### src/cpu_regs_pkg.sv
// -----------------------------------------------------------------------------
// Shared constants for the dedicated CPU register set
// -----------------------------------------------------------------------------
package cpu_regs_pkg;
  localparam int unsigned DATA_W = 16;    // Every dedicated register is 16 bits
  localparam int unsigned BYTE_W = 8;     // Short data operations use the low byte
  localparam int unsigned ADDR_W = 4;     // Register port address width
  localparam int unsigned LVL_W = 2;      // Interrupt level code width
  localparam int unsigned SEL_W = 3;      // General register select width

  // Register port offsets
  localparam logic [3:0] OFS_PC = 4'h0;
  localparam logic [3:0] OFS_ACC = 4'h1;
  localparam logic [3:0] OFS_TMP = 4'h2;
  localparam logic [3:0] OFS_IDX = 4'h3;
  localparam logic [3:0] OFS_EXT = 4'h4;
  localparam logic [3:0] OFS_STK = 4'h5;
  localparam logic [3:0] OFS_PSW = 4'h6;
  localparam logic [3:0] OFS_STAT = 4'h7;

  // Program status word layout
  localparam int unsigned PSW_BANK_LO = 8;
  localparam int unsigned PSW_BANK_W = 8;
  localparam int unsigned BANK_NUM_W = 4; // Sixteen banks reachable
  localparam int unsigned FLG_H = 7;
  localparam int unsigned FLG_I = 6;
  localparam int unsigned FLG_MASK = 4;   // Two bits, 5:4
  localparam int unsigned FLG_N = 3;
  localparam int unsigned FLG_Z = 2;
  localparam int unsigned FLG_V = 1;
  localparam int unsigned FLG_C = 0;

  // Status read layout
  localparam int unsigned ST_PC_AREA = 0;  // Two bits
  localparam int unsigned ST_XP_AREA = 2;  // Two bits
  localparam int unsigned ST_IRQ = 4;

  // Reset values
  localparam logic [15:0] PC_RESET = 16'h0000;
  localparam logic [15:0] REG_RESET = 16'h0000;
  localparam logic [15:0] PSW_RESET = 16'h0000;   // Interrupts disabled

  // Memory map of the 64 Kbyte space, low to high
  localparam logic [15:0] IO_TOP = 16'h007F;
  localparam logic [15:0] DATA_TOP = 16'h3FFF;
  localparam logic [15:0] PROG_BASE = 16'h8000;
  localparam logic [15:0] BANK_BASE = 16'h0100;   // First register bank in data area
  localparam int unsigned BANK_SHIFT = 3;         // Eight registers per bank

  typedef enum logic [1:0] {AREA_IO, AREA_DATA, AREA_FREE, AREA_PROG} area_t;
  typedef enum logic [1:0] {ALU_ADD, ALU_SUB, ALU_SHL, ALU_SHR} alu_op_t;
endpackage : cpu_regs_pkg

### src/cpu_dedicated_registers_ccr.sv
// Chosen here: the register offsets and the address-and-strobe port.
`timescale 1ns/1ps

module cpu_dedicated_registers_ccr (
  input wire logic mclk,
  input wire logic reset,
  input wire logic [cpu_regs_pkg::ADDR_W-1:0] reg_addr,
  input wire logic [cpu_regs_pkg::DATA_W-1:0] reg_wdata,
  input wire logic reg_wr,
  input wire logic reg_rd,
  output logic [cpu_regs_pkg::DATA_W-1:0] reg_rdata,
  input wire logic pc_step,
  input wire logic pc_load,
  input wire logic [cpu_regs_pkg::DATA_W-1:0] pc_load_val,
  input wire logic alu_go,
  input wire cpu_regs_pkg::alu_op_t alu_op,
  input wire logic alu_wide,
  input wire logic irq_req,
  input wire logic [cpu_regs_pkg::LVL_W-1:0] irq_level,
  output logic irq_accept,
  input wire logic [cpu_regs_pkg::SEL_W-1:0] gp_reg_sel,
  output logic [cpu_regs_pkg::DATA_W-1:0] gp_reg_addr,
  output logic [cpu_regs_pkg::DATA_W-1:0] instr_counter,
  output logic [cpu_regs_pkg::DATA_W-1:0] work_acc,
  output logic [cpu_regs_pkg::DATA_W-1:0] temp_acc,
  output logic [cpu_regs_pkg::DATA_W-1:0] index_reg,
  output logic [cpu_regs_pkg::DATA_W-1:0] extra_pointer,
  output logic [cpu_regs_pkg::DATA_W-1:0] stack_top_ptr,
  output logic [cpu_regs_pkg::DATA_W-1:0] program_status_word
);
  import cpu_regs_pkg::*;

  // ---------------------------------------------------------------------------
  // Decode helpers
  // ---------------------------------------------------------------------------

  // Write hit on one register offset
  function automatic logic wr_hit(input logic wr, input logic [3:0] a, input logic [3:0] ofs);
    wr_hit = wr && (a == ofs);
  endfunction : wr_hit

  // Which area of the address space an address falls in
  function automatic area_t area_of(input logic [15:0] a);
    if (a <= IO_TOP) begin
      area_of = AREA_IO;
    end else if (a <= DATA_TOP) begin
      area_of = AREA_DATA;
    end else if (a >= PROG_BASE) begin
      area_of = AREA_PROG;
    end else begin
      area_of = AREA_FREE;
    end
  endfunction : area_of

  // ---------------------------------------------------------------------------
  // State
  // ---------------------------------------------------------------------------
  logic [15:0] pc_q;       // Instruction counter
  logic [15:0] acc_q;      // Working accumulator
  logic [15:0] tmp_q;      // Temporary accumulator
  logic [15:0] idx_q;      // Index register
  logic [15:0] ext_q;      // Extra pointer
  logic [15:0] stk_q;      // Stack top pointer
  logic [7:0] bank_q;      // Register bank pointer, status high byte
  logic [7:0] cond_q;      // Condition codes, status low byte
  logic [15:0] gpa_q;      // Registered general register address
  logic [15:0] rdata_q;    // Read data, one cycle after the strobe

  // ALU results
  logic [15:0] alu_res;    // Result written back to the accumulator
  logic h_d;               // Half carry
  logic n_d;               // Negative
  logic z_d;               // Zero
  logic v_d;               // Overflow
  logic c_d;               // Carry
  logic arith;             // Add or subtract, not a shift

  // ---------------------------------------------------------------------------
  // Instruction counter
  // ---------------------------------------------------------------------------

  // Bus write beats a core load, which beats a step; the core never
  // steps while software is patching the counter.
  always_ff @(posedge mclk) begin
    if (reset) begin
      pc_q <= PC_RESET;
    end else if (wr_hit(reg_wr, reg_addr, OFS_PC)) begin
      pc_q <= reg_wdata;
    end else if (pc_load) begin
      pc_q <= pc_load_val;
    end else if (pc_step) begin
      pc_q <= pc_q + 16'h0001;
    end
  end

  // ---------------------------------------------------------------------------
  // Arithmetic and flags
  // ---------------------------------------------------------------------------

  // Flag generation for add, subtract and one-bit shifts on the
  // accumulator, with the temporary accumulator as second operand
  always_comb begin
    logic [16:0] s;
    logic [15:0] a;
    logic [15:0] b;
    logic am;
    logic bm;
    logic rm;
    s = 17'h00000;
    a = alu_wide ? acc_q : {8'h00, acc_q[7:0]};
    b = alu_wide ? tmp_q : {8'h00, tmp_q[7:0]};
    arith = (alu_op == ALU_ADD) || (alu_op == ALU_SUB);
    c_d = 1'b0;
    case (alu_op)
      ALU_ADD: begin
        s = {1'b0, a} + {1'b0, b};
      end
      ALU_SUB: begin
        s = {1'b0, a} - {1'b0, b};
      end
      ALU_SHL: begin
        s = {1'b0, a[14:0], 1'b0};
        c_d = alu_wide ? a[15] : a[7];
      end
      ALU_SHR: begin
        s = alu_wide ? {2'b00, a[15:1]} : {10'h000, a[7:1]};
        c_d = a[0];
      end
      default: begin
        s = 17'h00000;
      end
    endcase
    // Carry out of the top bit of the operation width
    if (arith) begin
      c_d = alu_wide ? s[16] : s[8];
    end
    // Carry into bit 4 is the sum bit against both operand bits
    h_d = arith && (a[4] ^ b[4] ^ s[4]);
    am = alu_wide ? a[15] : a[7];
    bm = alu_wide ? b[15] : b[7];
    rm = alu_wide ? s[15] : s[7];
    n_d = rm;
    z_d = alu_wide ? (s[15:0] == 16'h0000) : (s[7:0] == 8'h00);
    // Same-sign add or mixed-sign subtract that flips the sign
    if (alu_op == ALU_ADD) begin
      v_d = (am == bm) && (rm != am);
    end else if (alu_op == ALU_SUB) begin
      v_d = (am != bm) && (rm != am);
    end else begin
      v_d = 1'b0;
    end
    // Short operations leave the accumulator high byte alone
    alu_res = alu_wide ? s[15:0] : {acc_q[15:8], s[7:0]};
  end

  // ---------------------------------------------------------------------------
  // Accumulators and pointers
  // ---------------------------------------------------------------------------

  // Accumulator: a core operation wins over a bus write in the same
  // cycle, so a result is never lost to software
  always_ff @(posedge mclk) begin
    if (reset) begin
      acc_q <= REG_RESET;
    end else if (alu_go) begin
      acc_q <= alu_res;
    end else if (wr_hit(reg_wr, reg_addr, OFS_ACC)) begin
      acc_q <= reg_wdata;
    end
  end

  // Temporary accumulator
  always_ff @(posedge mclk) begin
    if (reset) begin
      tmp_q <= REG_RESET;
    end else if (wr_hit(reg_wr, reg_addr, OFS_TMP)) begin
      tmp_q <= reg_wdata;
    end
  end

  // Index register
  always_ff @(posedge mclk) begin
    if (reset) begin
      idx_q <= REG_RESET;
    end else if (wr_hit(reg_wr, reg_addr, OFS_IDX)) begin
      idx_q <= reg_wdata;
    end
  end

  // Extra pointer
  always_ff @(posedge mclk) begin
    if (reset) begin
      ext_q <= REG_RESET;
    end else if (wr_hit(reg_wr, reg_addr, OFS_EXT)) begin
      ext_q <= reg_wdata;
    end
  end

  // Stack top pointer
  always_ff @(posedge mclk) begin
    if (reset) begin
      stk_q <= REG_RESET;
    end else if (wr_hit(reg_wr, reg_addr, OFS_STK)) begin
      stk_q <= reg_wdata;
    end
  end

  // ---------------------------------------------------------------------------
  // Program status word
  // ---------------------------------------------------------------------------

  // Bank pointer in the high byte
  always_ff @(posedge mclk) begin
    if (reset) begin
      bank_q <= PSW_RESET[PSW_BANK_LO +: PSW_BANK_W];
    end else if (wr_hit(reg_wr, reg_addr, OFS_PSW)) begin
      bank_q <= reg_wdata[PSW_BANK_LO +: PSW_BANK_W];
    end
  end

  // Condition codes in the low byte; the ALU updates only the
  // arithmetic flags and overrides a bus write to them, while the
  // interrupt enable and level mask still take the written value
  always_ff @(posedge mclk) begin
    if (reset) begin
      cond_q <= PSW_RESET[7:0];
    end else begin
      if (wr_hit(reg_wr, reg_addr, OFS_PSW)) begin
        cond_q <= reg_wdata[7:0];
      end
      if (alu_go) begin
        cond_q[FLG_H] <= h_d;
        cond_q[FLG_N] <= n_d;
        cond_q[FLG_Z] <= z_d;
        cond_q[FLG_V] <= v_d;
        cond_q[FLG_C] <= c_d;
      end
    end
  end

  // ---------------------------------------------------------------------------
  // Interrupt admission
  // ---------------------------------------------------------------------------

  // Lower code means higher level; a mask of 0 blocks every request
  // because no level code lies numerically below it
  assign irq_accept = irq_req && cond_q[FLG_I] && (irq_level < cond_q[FLG_MASK +: LVL_W]);

  // ---------------------------------------------------------------------------
  // General register banks
  // ---------------------------------------------------------------------------

  // Bank base plus eight bytes per bank plus the register select;
  // only the low four pointer bits reach the sixteen banks. The
  // address lags a pointer or select change by one cycle.
  always_ff @(posedge mclk) begin
    if (reset) begin
      gpa_q <= BANK_BASE;
    end else begin
      gpa_q <= BANK_BASE + ({12'h000, bank_q[BANK_NUM_W-1:0]} << BANK_SHIFT) + {13'h0000, gp_reg_sel};
    end
  end

  // ---------------------------------------------------------------------------
  // Register read port
  // ---------------------------------------------------------------------------

  // Read data stand for exactly the cycle after the strobe; offsets
  // above the status word read as zero
  always_ff @(posedge mclk) begin
    if (reset) begin
      rdata_q <= REG_RESET;
    end else if (reg_rd) begin
      case (reg_addr)
        OFS_PC: rdata_q <= pc_q;
        OFS_ACC: rdata_q <= acc_q;
        OFS_TMP: rdata_q <= tmp_q;
        OFS_IDX: rdata_q <= idx_q;
        OFS_EXT: rdata_q <= ext_q;
        OFS_STK: rdata_q <= stk_q;
        OFS_PSW: rdata_q <= {bank_q, cond_q};
        OFS_STAT: begin
          rdata_q <= REG_RESET;
          rdata_q[ST_PC_AREA +: 2] <= area_of(pc_q);
          rdata_q[ST_XP_AREA +: 2] <= area_of(ext_q);
          rdata_q[ST_IRQ] <= irq_accept;
        end
        default: rdata_q <= REG_RESET;
      endcase
    end else begin
      rdata_q <= REG_RESET;
    end
  end

  // ---------------------------------------------------------------------------
  // Outputs
  // ---------------------------------------------------------------------------
  assign reg_rdata = rdata_q;
  assign gp_reg_addr = gpa_q;
  assign instr_counter = pc_q;
  assign work_acc = acc_q;
  assign temp_acc = tmp_q;
  assign index_reg = idx_q;
  assign extra_pointer = ext_q;
  assign stack_top_ptr = stk_q;
  assign program_status_word = {bank_q, cond_q};

endmodule : cpu_dedicated_registers_ccr

### config.mk
export PLATFORM = sky130hd
export DESIGN_NAME = cpu_dedicated_registers_ccr
export DESIGN_NICKNAME = d
export VERILOG_FILES = /design/src/cpu_regs_pkg.sv /design/src/cpu_dedicated_registers_ccr.sv
export SDC_FILE = /design/constraint.sdc
export NUM_CORES = 1
export LEC_CHECK = 0
export BUFFER_PORTS_ARGS = -buffer_cell sky130_fd_sc_hd__clkbuf_2
export CORE_ASPECT_RATIO = 1.25
export CORE_MARGIN = 1
export CORE_UTILIZATION = 40
export CTS_CLUSTER_DIAMETER = 30
export DETAILED_ROUTE_END_ITERATION = 8
export HOLD_SLACK_MARGIN = 0.12
export MAX_ROUTING_LAYER = met4
export SYNTH_ARGS = -nofsm -noshare
export SYNTH_HDL_FRONTEND = slang
export SYNTH_SLANG_ARGS = --single-unit
### constraint.sdc
create_clock -name mclk -period 8.9 [get_ports mclk]
set_input_delay 1.78 -clock mclk [delete_from_list [all_inputs] [get_ports mclk]]
set_output_delay 1.78 -clock mclk [all_outputs]
set_load 0.005 [all_outputs]
# Word level (Yosys, flattened, before mapping)
# Index checks and enable logic that the tools add are counted.
op_classes:
  eq_ne: 14
  n_bitwise: 3
  n_reduce_logical: 22
  n_lt_le_gt_ge: 7
  add_sub_neg: 5
  n_mux: 29
ops:
  columns: ["cell", "count"]
  rows:
  - ["16-bit two-way mux", 8]
  - ["16-bit one-hot mux with 8 select lines", 1]
  - ["17-bit one-hot mux with 4 select lines", 1]
  - ["16-bit greater-or-equal comparator, second input constant", 2]
  - ["16-bit by 14-bit less-or-equal comparator with 1-bit output, second input constant", 2]
  - ["16-bit by 7-bit less-or-equal comparator with 1-bit output, second input constant", 2]
  - ["16-bit by 16-bit adder with 17-bit output", 1]
  - ["16-bit by 16-bit subtractor with 17-bit output", 1]
  - ["16-bit by 1-bit adder with 16-bit output, second input constant", 1]
  - ["4-bit by 3-bit == test with 1-bit output, second input constant", 4]
  - ["16-bit logical NOT", 1]
  - ["15-bit two-way mux", 1]
  - ["1-bit logical AND", 12]
  - ["10-bit by 3-bit adder with 11-bit output", 1]
  - ["1-bit two-way mux", 11]
  - ["9-bit by 7-bit adder with 10-bit output, first input constant", 1]
  - ["4-bit by 2-bit == test with 1-bit output, second input constant", 2]
  - ["8-bit logical NOT", 1]
  - ["2-bit two-way mux", 4]
  - ["8-bit two-way mux", 1]
  - ["2-bit == test, second input constant", 2]
  - ["4-bit by 1-bit == test with 1-bit output, second input constant", 1]
  - ["4-bit logical NOT", 1]
  - ["4-bit two-way mux", 1]
  - ["14 further kinds", 17]
word_totals:
  out_inout_bits: 145
  wordCells: 92
  in_bits: 52
  regBits: 144

# Longest topological paths before layout
depth:
  depth_word: 9
  ltp_mapped: 17
  depth_no_buf: 16

# Least setup slack after synthesis
# No wires, ideal clock.
synth_timing:
  kind: "input -> register"
  start: "in alu_op[1]"
  end: "reg cond_q[2]"
  setup_ps: 129
  n_path_buf: 4
  path_slack_ps: 3722
  t_required_ps: 8771
  arrival_time_ps: 5049
  cell_stages: 16
  cell_sequence: "clkbuf_1 clkbuf_1 clkbuf_1 nor2_1 clkbuf_1 a21oi_1 xor2_1 ha_1 a21oi_1 o21ai_1 a2111oi_4 a21oi_1 or4b_1 and3_1 nand4_1 o41ai_2"
synth_via:
  elab_chain_cells: 5
  elab_cells_between_ends: 9
  classes_between: "3 x eq/ne; 3 x mux; 3 x reduce/logical"
synth_rtl:
  columns: ["item", "line_no", "text"]
  rows:
  - ["start: declaration", "cpu_dedicated_registers_ccr.sv:16", "input wire cpu_regs_pkg::alu_op_t alu_op,"]
  - ["2-bit == test, or another cell as far along", "cpu_dedicated_registers_ccr.sv:114", "case (alu_op)"]
  - ["17-bit one-hot mux with 4 select lines *", "cpu_dedicated_registers_ccr.sv:114", null]
  - ["16-bit logical NOT or 8-bit logical NOT (tied branches)", "cpu_dedicated_registers_ccr.sv:143", "z_d = alu_wide ? (s[15:0] == 16'h0000) : (s[7:0] == 8'h00);"]
  - ["1-bit two-way mux *", "cpu_dedicated_registers_ccr.sv:143", null]
  - ["4-bit two-way mux *", "cpu_dedicated_registers_ccr.sv:231", "if (alu_go) begin"]
  - ["end signal: indexed assignment", "cpu_dedicated_registers_ccr.sv:233", "cond_q[FLG_N] <= n_d;"]
  - ["end signal: indexed assignment", "cpu_dedicated_registers_ccr.sv:234", "cond_q[FLG_Z] <= z_d;"]
  - ["end signal: indexed assignment", "cpu_dedicated_registers_ccr.sv:235", "cond_q[FLG_V] <= v_d;"]
  - ["end: declaration", "cpu_dedicated_registers_ccr.sv:65", "logic [7:0] cond_q;"]
# Every way passes the cells marked *; elsewhere a longest branch is shown, timed or not.
# A chain may end at the register's enable or synchronous reset.

# Final worst setup path
layout_timing:
  start: "in alu_op[0]"
  end: "reg cond_q[0]"
layout_via:
  elab_chain_cells: 5
  elab_cells_between_ends: 10
  classes_between: "3 x eq/ne; 5 x mux; 2 x reduce/logical"
layout_rtl:
  columns: ["item", "line_no", "text"]
  rows:
  - ["2-bit == test, or another cell as far along", "cpu_dedicated_registers_ccr.sv:114", null]
  - ["17-bit one-hot mux with 4 select lines", "cpu_dedicated_registers_ccr.sv:114", null]
  - ["1-bit two-way mux", "cpu_dedicated_registers_ccr.sv:135", "c_d = alu_wide ? s[16] : s[8];"]
  - ["1-bit two-way mux *", "cpu_dedicated_registers_ccr.sv:134", "if (arith) begin"]
  - ["4-bit two-way mux *", "cpu_dedicated_registers_ccr.sv:231", null]
# Marked as above.

==> run metrics <==
Placed Area=0.00875 mm2; Vias/cell=5.79; worst hold path depth=2; Syn. warnings=0; post-layout instance area=0.00931 mm2; Mapped Cells=1036; cts hold-fix bufs=0; # fillers=1928; Crit path required time=9.27 ns; post-synthesis adder-cell area fraction=0.0349; Pleak=3.70 nW; slew of the pin with the lowest slew margin=0.948 ns; Starting Density=0.411; syn_area_per_cell=7.47 um2; Port Buffers=187; largest area contributor in the netlist=dfxtp_1; area growth from synthesis to layout=20.3%; clk_skew=0.0106 ns; die width=126 um; area taken by multi-input logic gates=0.00469 mm2; Fin Hold WS=0.474 ns; remaining global-route overflow=0; placed cell count=1395; R2R depth=16; clock insertion delay at the later pin of the skew report=0.43 ns; Final WS setup=3.46 ns; Primary FF master, synth=dfxtp_1; CP Cell Sequence=clkbuf_2, inv_2, nor2_1, nor2_1, xnor2_1, ha_1, nor2b_1, o31a_1, o221a_1, o21a_1, o31ai_1, nor2_1, a2111oi_0, or3_1; Yosys top cell area share=0.349; post-synthesis register bit count=135; register area=0.00270 mm2; vias in the first global route=7567; Total Routed Length=29400 um; die area=0.0199 mm2; Non-Filler Instances=1426; largest family of logic cells by synthesized area=compound AO/OA/AOI/OAI gates; postcts setup bufs=0; Synth area leaders=dfxtp_1, nand2_1, a21oi_1; CTS H-Tree Depth=4; cell mode on critical path=nor2_1; hold crit path type=reg -> reg; crit path time final=5.44 ns; post-synthesis compound-gate area fraction=0.250; slowest stage delay, CP=0.78 ns; Final Slew Violations=0; xor-xnor portion of the synthesized cell area=0.0396; Pwr per Cell Area=175 mW/mm2; initial antenna violation count=0; first-pass GRT wire length=44400 um; most common cell in the netlist=nand2_1; Sink Count=135; Starting DRT DRC Count=714; final setup TNS=0 ns; CP endpoint kind=flip-flop; final setup fails=0; post-DP HPWL=21800 um; Util after Layout=0.494; status=complete, no violations; Worst-path clk slew=0.06 ns; Synth Cell Area=0.00774 mm2; crit path capture=cond_q[0]; Critical path origin=alu_op[0]; max cap viols=0; Seq/Total Area, Yosys=0.349; asr flop ratio synth=0; Slowest-stage cell, CP=nor2_1; Die Y=158 um; # diodes=0; RSZ-0062 raised after global routing=no; fin crit share=0.611; Max FO, Critical Path=22; maximum vdd ir drop=0.000116 V; r2r startpoint=temp_acc[2]; CTS-repair resized insts=0; CTS tree=built; Vias=8254; Cell variety after synth=73; Max Buffers Root-to-Sink=2; post-synthesis mux area share=0.0357; FP Rows=56; core area=0.0188 mm2; Final nets=1255; pre-CTS setup slack=3.06 ns; Synth Area in Simple Gates=0.238; Post-synth top cells=nand2_1, dfxtp_1, a21oi_1; Critical Path Source Type=input port; critical path class=in -> reg; f_max=184 MHz; Root Buffer=clkbuf_16; first-pass iteration count of the detailed router=7; Total Routing Usage GR=0.300; R2R Path End=cond_q[2]; total CTS buffers=17; largest net degree at the start of global routing=82; Max-slew headroom=0.366; post-detailed-route wirelength per cell=20.6 um; Residual DRC=0; Hold Fails Final Rpt=0; layout cells sized above 1=0.209; post-layout total power=1.63 mW; RePlAce Congestion=0.944; DRT antenna net count=0; Post-synth EDFFs=0; Ports=197; Reg2Reg Setup Slack=4.82 ns; Worst EP arrival=5.81 ns
## critical path: cells and delay by family
kind	cells	cell delay [ns]
AOI/OAI and AO/OA	5	1.60
adders and majority gates	1	0.33
and+or+nand+nor	5	1.27
xor gates and xnor gates	1	0.17
buffers and inverters	2	0.65
## power breakdown
group | switching, mW | internal, mW
clock network | 0.285 | 0.392
logic | 0.180 | 0.118
registers | 0.0343 | 0.623
## area by class of cell
type	instances	area share
timing repair buffer	195	0.107
tap	232	0.0312
sequential	135	0.290
clock buffer	18	0.0472
clock inverter	13	0.0134
inverter	18	0.00725
multi-input combinational	815	0.504
## kinds of logic after synthesis
logic type	count (synthesis)
fa+ha+maj	21
mux	27
flops	135
simple gates	419
other cells	2
xor+xnor	35
compound gates	304
buf+inv	93
## how the worst min path moves through the flow
stage	endpoint	slack (ns)	from
3_5_place_dp	stack_top_ptr[12]	0.46	stack_top_ptr[12]
6_report	stack_top_ptr[4]	0.47	stack_top_ptr[4]
5_1_grt	bank_q[7]	0.49	bank_q[7]
2_1_floorplan	index_reg[14]	0.46	index_reg[14]
4_1_cts	stack_top_ptr[12]	0.47	stack_top_ptr[12]
3_3_place_gp	bank_q[7]	0.46	bank_q[7]
## per-layer routing
metal  wire length, um  track usage
met5                 0            -
met4               784        0.103
met3              1760       0.0391
met2             14500        0.505
met1             12400        0.370
## layout by cell type, fill, tap and decap left out, types with 16 or more instances in the layout
| master | n |
|---|---|
| nand3_1 | 19 |
| dfxtp_1 | 135 |
| o21ai_0 | 48 |
| a22oi_1 | 33 |
| mux2i_1 | 22 |
| nor2_1 | 45 |
| a31oi_1 | 17 |
| nand2_1 | 264 |
| ha_1 | 20 |
| and3_1 | 16 |
| a21oi_1 | 123 |
| xor2_1 | 21 |
| clkbuf_2 | 186 |
| clkbuf_16 | 17 |
| inv_1 | 16 |
(Power assumes the default switching activity.)
